==> src/rtl/asf_pkg.sv <==
`default_nettype none
package asf_pkg;
  // core clock and link timing
  localparam int unsigned CLK_HZ = 250_000_000;
  localparam int unsigned BAUD = 9600;
  localparam int unsigned BIT_CYC = CLK_HZ / BAUD;
  localparam int unsigned HALF_CYC = BIT_CYC / 2;
  localparam int unsigned BCNT_W = 15;
  // character format: 8 data bits, no parity, 1 stop bit
  localparam int unsigned DATA_BITS = 8;
  // character codes
  localparam logic [7:0] CHR_CR = 8'h0D;
  localparam logic [7:0] CHR_SPACE = 8'h20;
  localparam logic [7:0] CHR_DEL = 8'h7F;
  // string length limits
  localparam int unsigned MAX_2D_LEN = 1556;
  localparam int unsigned MAX_1D_LEN = 50;
  localparam int unsigned LEN_W = 11;
  // diagnostic status value for forwarded strings
  localparam logic [3:0] DIAG_AUX = 4'h7;
  // two-entry buffer
  localparam int unsigned BUF_DEPTH = 2;
  localparam int unsigned BUF_W = 10;
endpackage : asf_pkg
`default_nettype wire

==> src/rtl/asf_forwarder.sv <==
// Function
// - 9600 baud, 8 data, no parity, 1 stop
// - after CR, next characters start new string
// - drop control characters other than CR
// - forward each string at once, no pulse
// - never echo received characters back
// - 2-D strings accept up to 1556 bytes
// - bar code strings accept up to 50 characters
// - status 7 when error status enabled
// - output in normal reading result format
`default_nettype none
module asf_forwarder
  import asf_pkg::*;
#(
  // bit time in core cycles; a short value keeps bench runs brief
  parameter int unsigned BIT_CYC_P = BIT_CYC
)
(
  // clock and reset
  input wire logic core_clk_in,
  input wire logic reset_n_in,
  // auxiliary serial port
  input wire logic aux_rxd_in,
  output logic aux_txd_out,
  // configuration levels
  input wire logic mode_2d_in,
  input wire logic err_status_en_in,
  // host result stream
  output logic host_valid_out,
  input wire logic host_ready_in,
  output logic [7:0] host_data_out,
  output logic host_last_out,
  output logic host_aux_out,
  output logic [3:0] diagnostic_status_field_out,
  output logic overrun_out
);
  typedef enum logic [1:0] {
    ASF_IDLE = 2'b00,
    ASF_START = 2'b01,
    ASF_DATA = 2'b10,
    ASF_STOP = 2'b11
  } asf_rx_e;

  logic [2:0] sync_q;  // three-stage pin synchroniser
  logic rxd_q;  // filtered line level
  asf_rx_e st_q;  // receiver state
  logic [BCNT_W-1:0] bcnt_q;  // bit timer
  logic [2:0] bit_q;  // data bit index
  logic [7:0] shf_q;  // shift register
  logic chr_stb_q;  // one-cycle: character received
  logic [7:0] chr_q;  // received character
  logic [LEN_W-1:0] len_q;  // content length so far
  logic over_q;  // string exceeded its limit or lost a character to a full buffer
  logic wr_vld;  // word offered to buffer
  logic [BUF_W-1:0] wr_word;
  logic wr_rdy;
  logic rd_vld;
  logic [BUF_W-1:0] rd_word;
  logic rd_rdy;
  logic is_ctrl;
  logic [LEN_W-1:0] limit;

  // echo is never produced: the line idles high from reset on
  always_ff @(posedge core_clk_in or negedge reset_n_in) begin
    if (!reset_n_in) aux_txd_out <= 1'b1;
    else aux_txd_out <= 1'b1;
  end

  // pin crosses three flops; change counts when stages 2 and 3 agree
  always_ff @(posedge core_clk_in or negedge reset_n_in) begin
    if (!reset_n_in) begin
      sync_q <= 3'h7;
      rxd_q <= 1'b1;
    end else begin
      sync_q <= {sync_q[1:0], aux_rxd_in};
      if (sync_q[1] == sync_q[2]) rxd_q <= sync_q[2];
    end
  end

  // receiver: fixed 9600 8N1 framing, sampled mid-bit
  always_ff @(posedge core_clk_in or negedge reset_n_in) begin
    if (!reset_n_in) begin
      st_q <= ASF_IDLE;
      bcnt_q <= '0;
      bit_q <= 3'h0;
      shf_q <= 8'h00;
      chr_stb_q <= 1'b0;
      chr_q <= 8'h00;
    end else begin
      chr_stb_q <= 1'b0;
      case (st_q)
        ASF_IDLE: begin
          // falling edge starts a character
          if (!rxd_q) begin
            st_q <= ASF_START;
            bcnt_q <= BCNT_W'(BIT_CYC_P / 2 - 1);
          end
        end
        ASF_START: begin
          if (bcnt_q != '0) begin
            bcnt_q <= bcnt_q - 1'b1;
          end else if (rxd_q) begin
            // glitch, not a real start bit
            st_q <= ASF_IDLE;
          end else begin
            st_q <= ASF_DATA;
            bit_q <= 3'h0;
            bcnt_q <= BCNT_W'(BIT_CYC_P - 1);
          end
        end
        ASF_DATA: begin
          if (bcnt_q != '0) begin
            bcnt_q <= bcnt_q - 1'b1;
          end else begin
            // lsb first, eight bits, no parity
            shf_q <= {rxd_q, shf_q[7:1]};
            bcnt_q <= BCNT_W'(BIT_CYC_P - 1);
            if (bit_q == 3'(DATA_BITS - 1)) st_q <= ASF_STOP;
            bit_q <= bit_q + 3'h1;
          end
        end
        ASF_STOP: begin
          if (bcnt_q != '0) begin
            bcnt_q <= bcnt_q - 1'b1;
          end else begin
            // one stop bit; a low stop bit is a framing error, dropped
            st_q <= ASF_IDLE;
            if (rxd_q) begin
              chr_stb_q <= 1'b1;
              chr_q <= shf_q;
            end
          end
        end
        default: st_q <= ASF_IDLE;
      endcase
    end
  end

  // content filter and string framing
  assign is_ctrl = (chr_q < CHR_SPACE) || (chr_q == CHR_DEL);
  assign limit = mode_2d_in ? LEN_W'(MAX_2D_LEN)
                            : LEN_W'(MAX_1D_LEN);
  always_comb begin
    wr_vld = 1'b0;
    wr_word = {1'b0, 1'b0, chr_q};
    if (chr_stb_q) begin
      if (chr_q == CHR_CR) begin
        // terminator closes the string; empty strings still mark the end
        wr_vld = 1'b1;
        wr_word = {over_q, 1'b1, CHR_CR};
      end else if (!is_ctrl && !over_q && (len_q < limit)) begin
        wr_vld = 1'b1;
        wr_word = {1'b0, 1'b0, chr_q};
      end
    end
  end

  // length count; a character arriving while the buffer is full is lost
  always_ff @(posedge core_clk_in or negedge reset_n_in) begin
    if (!reset_n_in) begin
      len_q <= '0;
      over_q <= 1'b0;
    end else if (chr_stb_q) begin
      if (chr_q == CHR_CR) begin
        len_q <= '0;
        over_q <= 1'b0;
      end else if (!is_ctrl) begin
        if (len_q >= limit || !wr_rdy) over_q <= 1'b1;
        else len_q <= len_q + 1'b1;
      end
    end
  end

  // back-pressure from the host reaches the buffer, never the line
  asf_buf2 i_asf_buf2 (
    .core_clk_in(core_clk_in),
    .reset_n_in(reset_n_in),
    .in_valid_in(wr_vld),
    .in_ready_out(wr_rdy),
    .in_data_in(wr_word),
    .out_valid_out(rd_vld),
    .out_ready_in(rd_rdy),
    .out_data_out(rd_word)
  );

  // output register; forwarding needs no reading pulse
  assign rd_rdy = !host_valid_out || host_ready_in;
  always_ff @(posedge core_clk_in or negedge reset_n_in) begin
    if (!reset_n_in) begin
      host_valid_out <= 1'b0;
      host_data_out <= 8'h00;
      host_last_out <= 1'b0;
      host_aux_out <= 1'b0;
      diagnostic_status_field_out <= 4'h0;
      overrun_out <= 1'b0;
    end else if (rd_rdy) begin
      host_valid_out <= rd_vld;
      host_data_out <= rd_word[7:0];
      host_last_out <= rd_word[8];
      overrun_out <= rd_word[9];
      host_aux_out <= rd_vld;
      diagnostic_status_field_out <= err_status_en_in ? DIAG_AUX
                                                      : 4'h0;
    end
  end
endmodule : asf_forwarder
`default_nettype wire

==> src/rtl/asf_buf2.sv <==
`default_nettype none
// two-entry skid buffer; full and empty are honest
module asf_buf2
  import asf_pkg::*;
(
  // clock and reset
  input wire logic core_clk_in,
  input wire logic reset_n_in,
  // fill side
  input wire logic in_valid_in,
  output logic in_ready_out,
  input wire logic [BUF_W-1:0] in_data_in,
  // drain side
  output logic out_valid_out,
  input wire logic out_ready_in,
  output logic [BUF_W-1:0] out_data_out
);
  logic [BUF_W-1:0] mem_q [BUF_DEPTH];  // entry storage
  logic wr_q;  // write index
  logic rd_q;  // read index
  logic [1:0] cnt_q;  // occupancy
  logic push;
  logic pop;

  assign push = in_valid_in && (cnt_q != 2'h2);
  assign pop = out_valid_out && out_ready_in;
  assign in_ready_out = (cnt_q != 2'h2);
  assign out_valid_out = (cnt_q != 2'h0);
  assign out_data_out = mem_q[rd_q];

  // storage written by index
  always_ff @(posedge core_clk_in or negedge reset_n_in) begin
    if (!reset_n_in) begin
      mem_q[0] <= '0;
      mem_q[1] <= '0;
    end else if (push) begin
      mem_q[wr_q] <= in_data_in;
    end
  end

  // pointers and count
  always_ff @(posedge core_clk_in or negedge reset_n_in) begin
    if (!reset_n_in) begin
      wr_q <= 1'b0;
      rd_q <= 1'b0;
      cnt_q <= 2'h0;
    end else begin
      if (push) wr_q <= ~wr_q;
      if (pop) rd_q <= ~rd_q;
      cnt_q <= cnt_q + {1'b0, push} - {1'b0, pop};
    end
  end
endmodule : asf_buf2
`default_nettype wire

==> config.mk <==
export PLATFORM = sky130hd
export DESIGN_NAME = asf_forwarder
export DESIGN_NICKNAME = d
export VERILOG_FILES = /design/src/rtl/asf_pkg.sv /design/src/rtl/asf_forwarder.sv /design/src/rtl/asf_buf2.sv
export SDC_FILE = /design/constraint.sdc
export NUM_CORES = 1
export LEC_CHECK = 0
export BUFFER_PORTS_ARGS = -buffer_cell sky130_fd_sc_hd__buf_2
export CELL_PAD_IN_SITES_DETAIL_PLACEMENT = 0
export CELL_PAD_IN_SITES_GLOBAL_PLACEMENT = 2
export CORE_MARGIN = 2
export CORE_UTILIZATION = 43
export DETAILED_ROUTE_END_ITERATION = 10
export GPL_ROUTABILITY_DRIVEN = 0
export PLACE_DENSITY = 0.92
export RECOVER_POWER = 100
export SYNTH_ARGS = -nofsm -noshare
export SYNTH_HDL_FRONTEND = slang
export SYNTH_SLANG_ARGS = --single-unit
==> constraint.sdc <==
create_clock -name core_clk_in -period 3.69 [get_ports core_clk_in]
set_clock_uncertainty 0.15 [all_clocks]
set_input_delay 1.107 -clock core_clk_in [delete_from_list [all_inputs] [get_ports core_clk_in]]
set_output_delay 1.107 -clock core_clk_in [all_outputs]
set_load 0.01 [all_outputs]
After elaboration in Yosys (flattened, before gate mapping)
Index checks and enable logic that the tools add are counted.

word-level totals
  bits in registers = 92
  bits of input ports = 6
  output and inout port bits = 17

operators by class
  $add $sub $neg = 5
  $lt $le $gt $ge = 6
  eq/ne operators = 18
  mux-type cells = 39
  bitwise gates (word level) = 5
  reduce and logical (&&, ||, !) cells = 24

operators by type and width
  operator                 count
  $mux W15                 5
  $mux W10                 6
  $pmux W15 S4             1
  $mux W11                 4
  $bwmux W20               1
  $ne A2 B2 Y1 const B     9
  $reduce_bool A15 Y1      1
  $sub A15 B1 Y15 const B  1
  $mux W2                  6
  $mux W3                  4
  $reduce_and A3 Y1        4
  $add A11 B1 Y11 const B  1
  $ge A11 B11 Y1           1
  $lt A11 B11 Y1           1
  $demux W10 S1            1
  $mux W1                  9
  $eq A8 B4 Y1 const B     1
  $eq A8 B7 Y1 const B     1
  $lt A8 B6 Y1 const B     1
  $pmux W2 S4              1
  $pmux W3 S2              1
  $reduce_bool A2 Y1       3
  $logic_and A1 B1 Y1      5
  $reduce_and A5 Y1        1
  18 further kinds         28

Longest topological paths before layout
Gate-level depths: netlist of run 1.

  depth after elaboration = 11
  gate-level depth with buffers = 11
  depth with buffers taken out = 11

Modules after synthesis
From an unflattened synthesis of run 1, not the netlist that was laid out.

unflattened totals
  cell total of the unflattened synthesis = 427
  area, all modules = 4,754.6 µm²

by module, submodules not included
  module         times used  cells each  area each (µm²)  seq. area each (µm²)
  asf_forwarder  1           357         3,599.7          1,631.6
  asf_buf2       1           70          1,154.9          600.6

Worst setup path after synthesis of run 1
No wires, ideal clock.

  kind = input to register
  start = input mode_2d_in
  end = register len_q[4]
  arrival = 2,803 ps
  data required time = 3,419 ps
  setup slack = 616 ps
  stages on the path = 7
  buffers on the path = 0
  cell sequence = ha_1 > or4_4 > nand3_2 > o2111ai_4 > nor3_4 > mux2_2 > a22o_1

between the ends
  word-level cells in the longest chain between the ends = 5

RTL lines
  item                         RTL line              RTL
  start: declaration           asf_forwarder.sv:26   input wire logic mode_2d_in,
  $mux W11                     asf_forwarder.sv:141  assign limit = mode_2d_in ? LEN_W'(MAX_2D_LEN)
  $ge A11 B11 Y1               asf_forwarder.sv:168  if (len_q >= limit || !wr_rdy) over_q <= 1'b1;
  $logic_or A1 B1 Y1           asf_forwarder.sv:168
  $ne A2 B2 Y1 (no line)       --
  $reduce_and A3 Y1 (no line)  --
  end signal: assignment       asf_forwarder.sv:169  else len_q <= len_q + 1'b1;
  end: declaration             asf_forwarder.sv:52   logic [LEN_W-1:0] len_q;

No other way between the ends.
A chain may end at the register's enable or synchronous reset.

Worst setup path in the final report of run 1
  start = input mode_2d_in
  end = register i_asf_buf2.mem_q[6] (netlist name)

between the ends
  word-level cells in the longest chain between the ends = 7

RTL lines
  item                            RTL line              RTL
  $mux W11                        asf_forwarder.sv:141
  $lt A11 B11 Y1                  asf_forwarder.sv:151  end else if (!is_ctrl && !over_q && (len_q < limit)) begin
  $logic_and A1 B1 Y1             asf_forwarder.sv:151
  $mux W1                         asf_forwarder.sv:151
  $mux W1                         asf_forwarder.sv:147  if (chr_q == CHR_CR) begin
  $mux W1                         asf_forwarder.sv:146  if (chr_stb_q) begin
  $logic_and A1 B1 Y1             asf_buf2.sv:25        assign push = in_valid_in && (cnt_q != 2'h2);
  end signal: indexed assignment  asf_buf2.sv:37        mem_q[wr_q] <= in_data_in;
  end: declaration                asf_buf2.sv:18        logic [BUF_W-1:0] mem_q [BUF_DEPTH];

No other way between the ends.

==> run metrics, run 1 <==
IO buf count 20; highest routing layer actually used met4; wire length per cell 14.2 µm; initial DRC count 143; Multi-input gate area 2040 µm²; Synth Flop Type dfrtp_1; Layout Cells excl Fill 605; H-tree level count 3; run status completed; Slew @ Worst Pin 1.37 ns; Worst Hold Slack 0.220 ns; fin util 47.2%; diode count 0; commonest cells in the synthesized netlist dfrtp_1, nand2_1, o21ai_0, nor2_1, a21oi_1; Yosys top cell by area dfrtp_1; Final Hold Fails 0; Sequential Area 2230 µm²; final setup TNS 0 ns; CTS Root Cell clkbuf_8; Max Fclk 314 MHz; Distinct cells, synth 62; synthesized area per cell 9.99 µm²; largest net degree at the start of global routing 57; DR vias 3214; Clock Sinks 89; Worst setup SP type input port; grt ovf 0; worst min-delay path startpoint sync_q[0]; die width 106 µm; total setup buffers inserted after CTS 0; Initial Util 43.8%; Core ar. 10200 µm²; part of the cycle the worst path needs 86.4%; post-CTS resize count 0; post-cts hold buffer count 0; Cells after DPL 589; RSZ-0062 raised after global routing false; vias in the first global route 3017; synth top area cells dfrtp_1, nand2_1, ha_1; # IOs 23; WP data required 3.85 ns; antenna viol nets, final 0; Syn Nets 470; Post-synth EDFFs 0; Max Slew Vio Count 0; Tmin final 3.19 ns; max-cap violations 0; initial antenna violation count 0; 1st-pass router iterations 4; CP endpoint kind flip-flop; sequential share of the synthesized area 50.0%; crit path max fanout 7; pwr dens 359 nW/µm²; Critical R2R Launch bcnt_q[10]; Worst Hold Class flip-flop to flip-flop; met3 routed WL 314 µm; Worst-path clk slew 0.09 ns; CTS tree done; Cell Area, Synth 4460 µm²; WL final 8580 µm; Final HPWL DP 6100 µm; Nets 487; Clock Tree Buf Depth 2; CP arrival 3.35 ns; number of vias per cell 5.31; remaining routing DRC violations 0; fraction of layout cells with a size suffix above 1 10.7%; Lkg Pwr 2.31 nW; Routed met1 length 4270 µm; top-count cell post-synth dfrtp_1; Crit Path Class input port to flip-flop; first-pass GRT wire length 14800 µm; Total Routing Usage GR 16.7%; CP Launch Point mode_2d_in; Yosys warning total 0; Worst VDD drop 178 µV; cell count after synthesis 447; Synth async-reset ratio 100%; Die Ht 106 µm; met2 WL post-DR 3830 µm; die area 11200 µm²; Fillers 1001; Rel. slew slack 8.58%; area share of the largest cell type after synthesis 47.6%; setup violators final 0; row cnt 37; Area Overhead vs Synth 7.62%; CTS buffer count 9; flops & latches, synth 89; clk_lat worst skew 0.37 ns
-- critical path: stages --
cell	delay (ns)
clkbuf_1	0.12
inv_1	0.11
ha_1	0.32
nor2b_1	0.13
o21ai_0	0.09
a21oi_1	0.28
nor2_1	0.15
o21ai_0	0.55
clkbuf_1	0.32
a32o_1	0.18
-- placed cells by master (no fill, tap or decap), drive strengths merged, types with 4 or more instances in the layout --
cell type,instances
mux2i,14
o22a,4
nor4,9
ha,17
and3,9
buf,4
mux2,10
inv,16
o21ai,32
a32o,12
nand2,83
nor2,29
nand4,6
and2,6
a21oi,21
nand3,10
clkbuf,33
dfstp,4
nor3,12
dfrtp,85
-- layer usage --
metal,vias up,track usage (%)
met3,13,3.92
met2,51,25.4
met4,0,6.77
li1,1627,-
met5,-,0
met1,1523,23.0
-- path summary, 6_finish.rpt --
check | to | slack [ns] | cells after the start
max | i_asf_buf2.mem_q[6] | 0.50 | 10
min | sync_q[1] | 0.22 | 0
max reg2reg | bcnt_q[4] | 0.91 | 5
min reg2reg | sync_q[1] | 0.22 | 0
max in group asynchronous | bcnt_q[1] | 1.24 | 2
min in group asynchronous | len_q[0] | 0.89 | 1
-- per-stage QoR --
stage	setup WS [ns]	cell area [µm²]	total power, mW
floorplan	0.616	4460	1.02
global placement	0.495	4680	1.04
detailed placement	0.394	4680	1.05
CTS	0.794	4890	1.76
global route	0.353	4800	1.81
finish	0.502	4800	1.73
-- final cells by class --
| type | instances | share of cell area, % |
|---|---|---|
| Clock buffer | 9 | 2.58 |
| Clock inverter | 7 | 1.74 |
| Inverter | 12 | 0.937 |
| Multi-Input combinational cell | 324 | 42.4 |
| Sequential cell | 89 | 46.5 |
| Tap cell | 136 | 3.54 |
| Timing Repair Buffer | 28 | 2.37 |
-- cells by family after synthesis --
kind of cell             share of synthesized area [%]
adder cells (fa/ha/maj)                           4.99
AND/OR/NAND/NOR                                   20.9
XOR/XNOR                                         0.785
buffers and inverters                             3.53
flip-flops                                        50.0
other                                            0.168
AO/OA/AOI/OAI                                     13.9
multiplexers                                      5.66
-- power breakdown --
part	total, mW	switching, mW	internal, mW
combinational	0.0376	0.0293	0.00835
clock	0.706	0.379	0.327
sequential	0.983	0.00369	0.979
total	1.73	0.412	1.31
-- registers in the layout, summed over array words and instances (netlist names), named ones only --
signal	count
i_asf_buf2.cnt_q	2
host_data_out	8
len_q	11
bit_q	3
i_asf_buf2.mem_q	20
i_asf_buf2.rd_q	1
over_q	1
chr_q	8
chr_stb_q	1
overrun_out	1
shf_q	8
bcnt_q	15
st_q	1
host_aux_out	1
diagnostic_status_field_out	1
sync_q	3
rxd_q	1
host_last_out	1
i_asf_buf2.wr_q	1
No activity file was read; power rests on OpenSTA's default activity.
==> run 2, diff against run 1 <==
==> constraint.sdc (replaced) <==
create_clock -name core_clk_in -period 3.69 [get_ports core_clk_in]
set_clock_uncertainty 0.15 [all_clocks]
set_input_delay 0.5535 -clock core_clk_in [delete_from_list [all_inputs] [get_ports core_clk_in]]
set_output_delay 0.5535 -clock core_clk_in [all_outputs]
set_load 0.01 [all_outputs]
==> run 2 against run 1 <==
Effect of this change: the flow now finishes with violations (capacitance limit, slew limit); core utilization shrank 0.086 points; total power decreased by 2.9%; final area decreased by 0.18%.
==> run metrics, run 2 (same netlist as run 1, synthesis figures left out) <==
setup violators final 0; antenna viol nets, final 0; Initial Util 43.8%; Largest Register i_asf_buf2.mem_q; Core ar. 10200 µm²; WP data required 3.79 ns; grt ovf 0; CP endpoint kind flip-flop; Max Slew Vio Count 29; Worst-path clk slew 0.10 ns; CP arrival 3.35 ns; final setup TNS 0 ns; Slew @ Worst Pin 1.55 ns; Worst Hold Class input port to flip-flop; fraction of layout cells with a size suffix above 1 11.2%; Rel. slew slack -3.33%; max-cap violations 1; diode count 0; H-tree level count 3; CTS Root Cell clkbuf_8; Clock Tree Buf Depth 2; WL final 8570 µm; Worst VDD drop 166 µV; remaining routing DRC violations 0; Critical R2R Launch len_q[5]; Nets 484; pwr dens 350 nW/µm²; CTS buffer count 9; fin util 47.1%; commonest non-fill, non-tap cell in the layout dfrtp_1; part of the cycle the worst path needs 87.9%; worst min-delay path startpoint aux_rxd_in; row cnt 37; r2r setup slk 0.45 ns; first-pass GRT wire length 15100 µm; initial antenna violation count 0; most frequent cells in the layout dfrtp_1, nand2_1, o21ai_0; GR peak layer met2; violated checks capacitance limit, slew limit; die width 106 µm; Worst setup SP type flip-flop; Tmin final 3.24 ns; run status finished with violations; M2 GR Usage 27.0%; Crit Path Class flip-flop to flip-flop; post-CTS resize count 0; met3 layer usage reported by global route 3.13%; CTS tree done; number of vias per cell 5.42; # IOs 23; crit path max fanout 11; Total Routing Usage GR 16.7%; CP Launch Point len_q[5]; IO buf count 20; crit path to len_q[9]; Final Hold Fails 0; Max Fclk 308 MHz; Reg2Reg Depth 8; reg2reg end len_q[9]; Die Ht 106 µm; Fillers 1003; Area Overhead vs Synth 7.43%; Clock Sinks 89; initial DRC count 98; Largest regs i_asf_buf2.mem_q (20), bcnt_q (15), len_q (11); Lkg Pwr 2.30 nW; RSZ-0062 raised after global routing false; GR met1 Demand/Resource 22.9%; Final HPWL DP 6210 µm; 1st-pass router iterations 4; DR vias 3265; die area 11200 µm²; max FFs per register 20; clk_lat worst skew 0.36 ns; wire length per cell 14.2 µm; largest net degree at the start of global routing 40; vias in the first global route 3143
==> run 2: worst min-delay path by stage <==
stage                                             to  cells after the start
final                                      sync_q[0]                      1
after global routing                       sync_q[0]                      1
after CTS                                  sync_q[0]                      1
after detailed placement                   sync_q[1]                      0
after global placement                     sync_q[1]                      0
after floorplan           asynchronous set/reset pin                      0
==> run 2: worst max-delay path: stages (launching register included) <==
cell       delay [ns]
dfrtp_1          0.45
ha_1             0.20
or4_1            0.41
nand3_1          0.17
o2111ai_4        0.14
nor3_1           0.88
buf_4            0.31
nor2_2           0.08
a221o_1          0.35
==> run 2: final cells by class <==
type	instances	area (µm²)	share of cell area [%]
multi-input combinational	324	2040	42.6
sequential	89	2230	46.5
clock inverter	7	68.8	1.43
clock buffer	9	124	2.58
inverter	12	45.0	0.939
tap	136	170	3.55
timing repair buffer	25	111	2.32
==> run 2: layer usage <==
layer	part of all wire (%)	wire length, µm
met1	49	4190
met2	47	4050
met3	3.0	258
met4	0.92	79
met5	0	0
==> run 2: repair_timing <==
action | in CTS | in global routing
setup buffers | 0 | 0
hold endpoints to repair | 26 | 0
hold buffers | 1 | 0
endpoints found under the setup margin | 0 | 0
==> run 2: stage by stage <==
step	std cells	instance area, µm²	total power, mW	hold slack (ns)	worst slack (ns)
finish	602	4800	1.68	0.130	0.445
global route	602	4800	1.76	0.0936	0.289
CTS	602	4860	1.70	0.113	0.754
detailed placement	585	4650	1.05	0.199	0.526
global placement	585	4650	1.04	0.198	0.624
floorplan	447	4460	1.02	0.108	1.17
==> run 2: where the power goes <==
| part | switching, mW | internal (mW) |
|---|---|---|
| logic | 0.0292 | 0.00952 |
| clock network | 0.394 | 0.262 |
| registers | 0.00341 | 0.979 |
| total | 0.426 | 1.25 |
==> run 3, diff against run 2 <==
CORE_UTILIZATION = 45   (was 43)
CTS_BUF_LIST = sky130_fd_sc_hd__clkbuf_8   (was default)
PLACE_DENSITY = 0.95   (was 0.92)
==> run 3 against run 2 <==
Effect of this change: the flow still finishes with violations (capacitance limit, slew limit); hold slack got worse by 0.0075 ns; final area fell by 0.31%; worst setup slack improved by 0.070 ns; clock power barely moved; combinational power barely moved; largest cell class unchanged.
==> run metrics, run 3 (same netlist as run 1, synthesis figures left out) <==
antenna viol nets, final 0; Layout Cells excl Fill 599; most frequent cells in the layout dfrtp_1, nand2_1, o21ai_0; violated checks capacitance limit, slew limit; Post-DP Area 4650 µm²; largest net degree at the start of global routing 39; post-CTS resize count 0; row cnt 36; Total Routing Usage GR 17.4%; design area 4780 µm²; Slew @ Worst Pin 2.10 ns; Tmin final 3.18 ns; Final Hold Fails 0; CTS tree done; diode count 0; initial DRC count 92; Cells after DPL 582; Nets 484; clk_lat worst skew 0.37 ns; first-pass GRT wire length 15400 µm; crit path max fanout 12; Worst Hold Class input port to flip-flop; WL final 8640 µm; setup violators final 0; Core ar. 9680 µm²; crit path to len_q[4]; max FFs per register 20; RSZ-0062 raised after global routing false; IO buf count 20; grt ovf 0; die width 104 µm; DR vias 3230; Largest regs i_asf_buf2.mem_q (20), bcnt_q (15), len_q (11); pwr dens 351 nW/µm²; CTS buffer count 9; Area Overhead vs Synth 7.09%; CP endpoint kind flip-flop; Max Slew Vio Count 39; Clock Tree Buf Depth 2; 1st-pass router iterations 4; r2r setup slk 0.51 ns; CTS Root Cell clkbuf_8; Worst setup SP type flip-flop; final setup TNS 0 ns; Worst VDD drop 153 µV; Power Total 1.68 mW; remaining routing DRC violations 0; vias in the first global route 3231; Reg2Reg Depth 7; part of the cycle the worst path needs 86.0%; Critical R2R Launch len_q[5]; H-tree level count 3; number of vias per cell 5.39; Worst-path clk slew 0.10 ns; Max Fclk 315 MHz; wire length per cell 14.4 µm; run status finished with violations; commonest non-fill, non-tap cell in the layout dfrtp_1; max-cap violations 1; Crit Path Class flip-flop to flip-flop; Lkg Pwr 2.31 nW; post-cts hold buffer count 1; initial antenna violation count 0; total setup buffers inserted after CTS 0; Rel. slew slack -39.8%; Initial Util 46.1%; Clock Sinks 89; # IOs 23; CP Launch Point len_q[5]; Final HPWL DP 6200 µm; WP data required 3.80 ns; CP arrival 3.29 ns; reg2reg end len_q[4]; Die Ht 104 µm; Largest Register i_asf_buf2.mem_q; fraction of layout cells with a size suffix above 1 11.2%; die area 10700 µm²
## run 3: cell types whose count changed in the layout (fill, tap and decap cells not counted), sizes merged
cell	change
clkinv	+1
clkbuf	-2
buf	+2
clkinvlp	-1
## run 3: final cells by class
type	count	area (µm²)
clock inverter	7	67.6
timing repair buffer	25	116
multi-input combinational	324	2030
clock buffer	9	124
sequential	89	2230
tap	133	166
fill	909	4900
inverter	12	45.0
## run 3: per-stage QoR
| step | hold WS (ns) | util [%] | worst slack (ns) |
|---|---|---|---|
| final | 0.122 | 49.4 | 0.515 |
| after global routing | 0.109 | 49.4 | 0.278 |
| after CTS | 0.101 | 50.1 | 0.753 |
| after detailed placement | 0.200 | 48.0 | 0.502 |
| after global placement | 0.196 | 48.0 | 0.621 |
| after floorplan | 0.108 | - | 1.17 |
## run 3: worst min-delay path by stage
stage	from	to	slack [ns]	cells past startpoint
detailed placement	sync_q[0]	sync_q[1]	0.20	0
finish	aux_rxd_in	sync_q[0]	0.12	1
CTS	aux_rxd_in	sync_q[0]	0.10	1
floorplan	reset_n_in	asynchronous set/reset pin	0.11	0
global route	aux_rxd_in	sync_q[0]	0.11	1
global placement	sync_q[0]	sync_q[1]	0.20	0
## run 3: layer usage
metal / GRT usage (%) / up-vias / routed length, µm
met5: 0 / - / 0
li1: - / 1622 / -
met2: 27.8 / 48 / 3900
met1: 23.8 / 1547 / 4310
met4: 6.76 / 0 / 145
met3: 2.89 / 13 / 286
## run 3: worst max-delay path, cell delays in order, from the launching register on
cell       delay (ns)
dfrtp_1          0.44
ha_1             0.20
or4_4            0.41
nand3_2          0.10
o2111ai_1        0.14
nor3_1           1.03
mux2_2           0.42
a22o_1           0.17
## run 3: where the power goes
| part | internal (mW) | switching, mW | leakage (nW) |
|---|---|---|---|
| Sequential | 0.979 | 0.00351 | 1.14 |
| Clock | 0.263 | 0.393 | 0.0958 |
| Combinational | 0.00977 | 0.0291 | 1.07 |
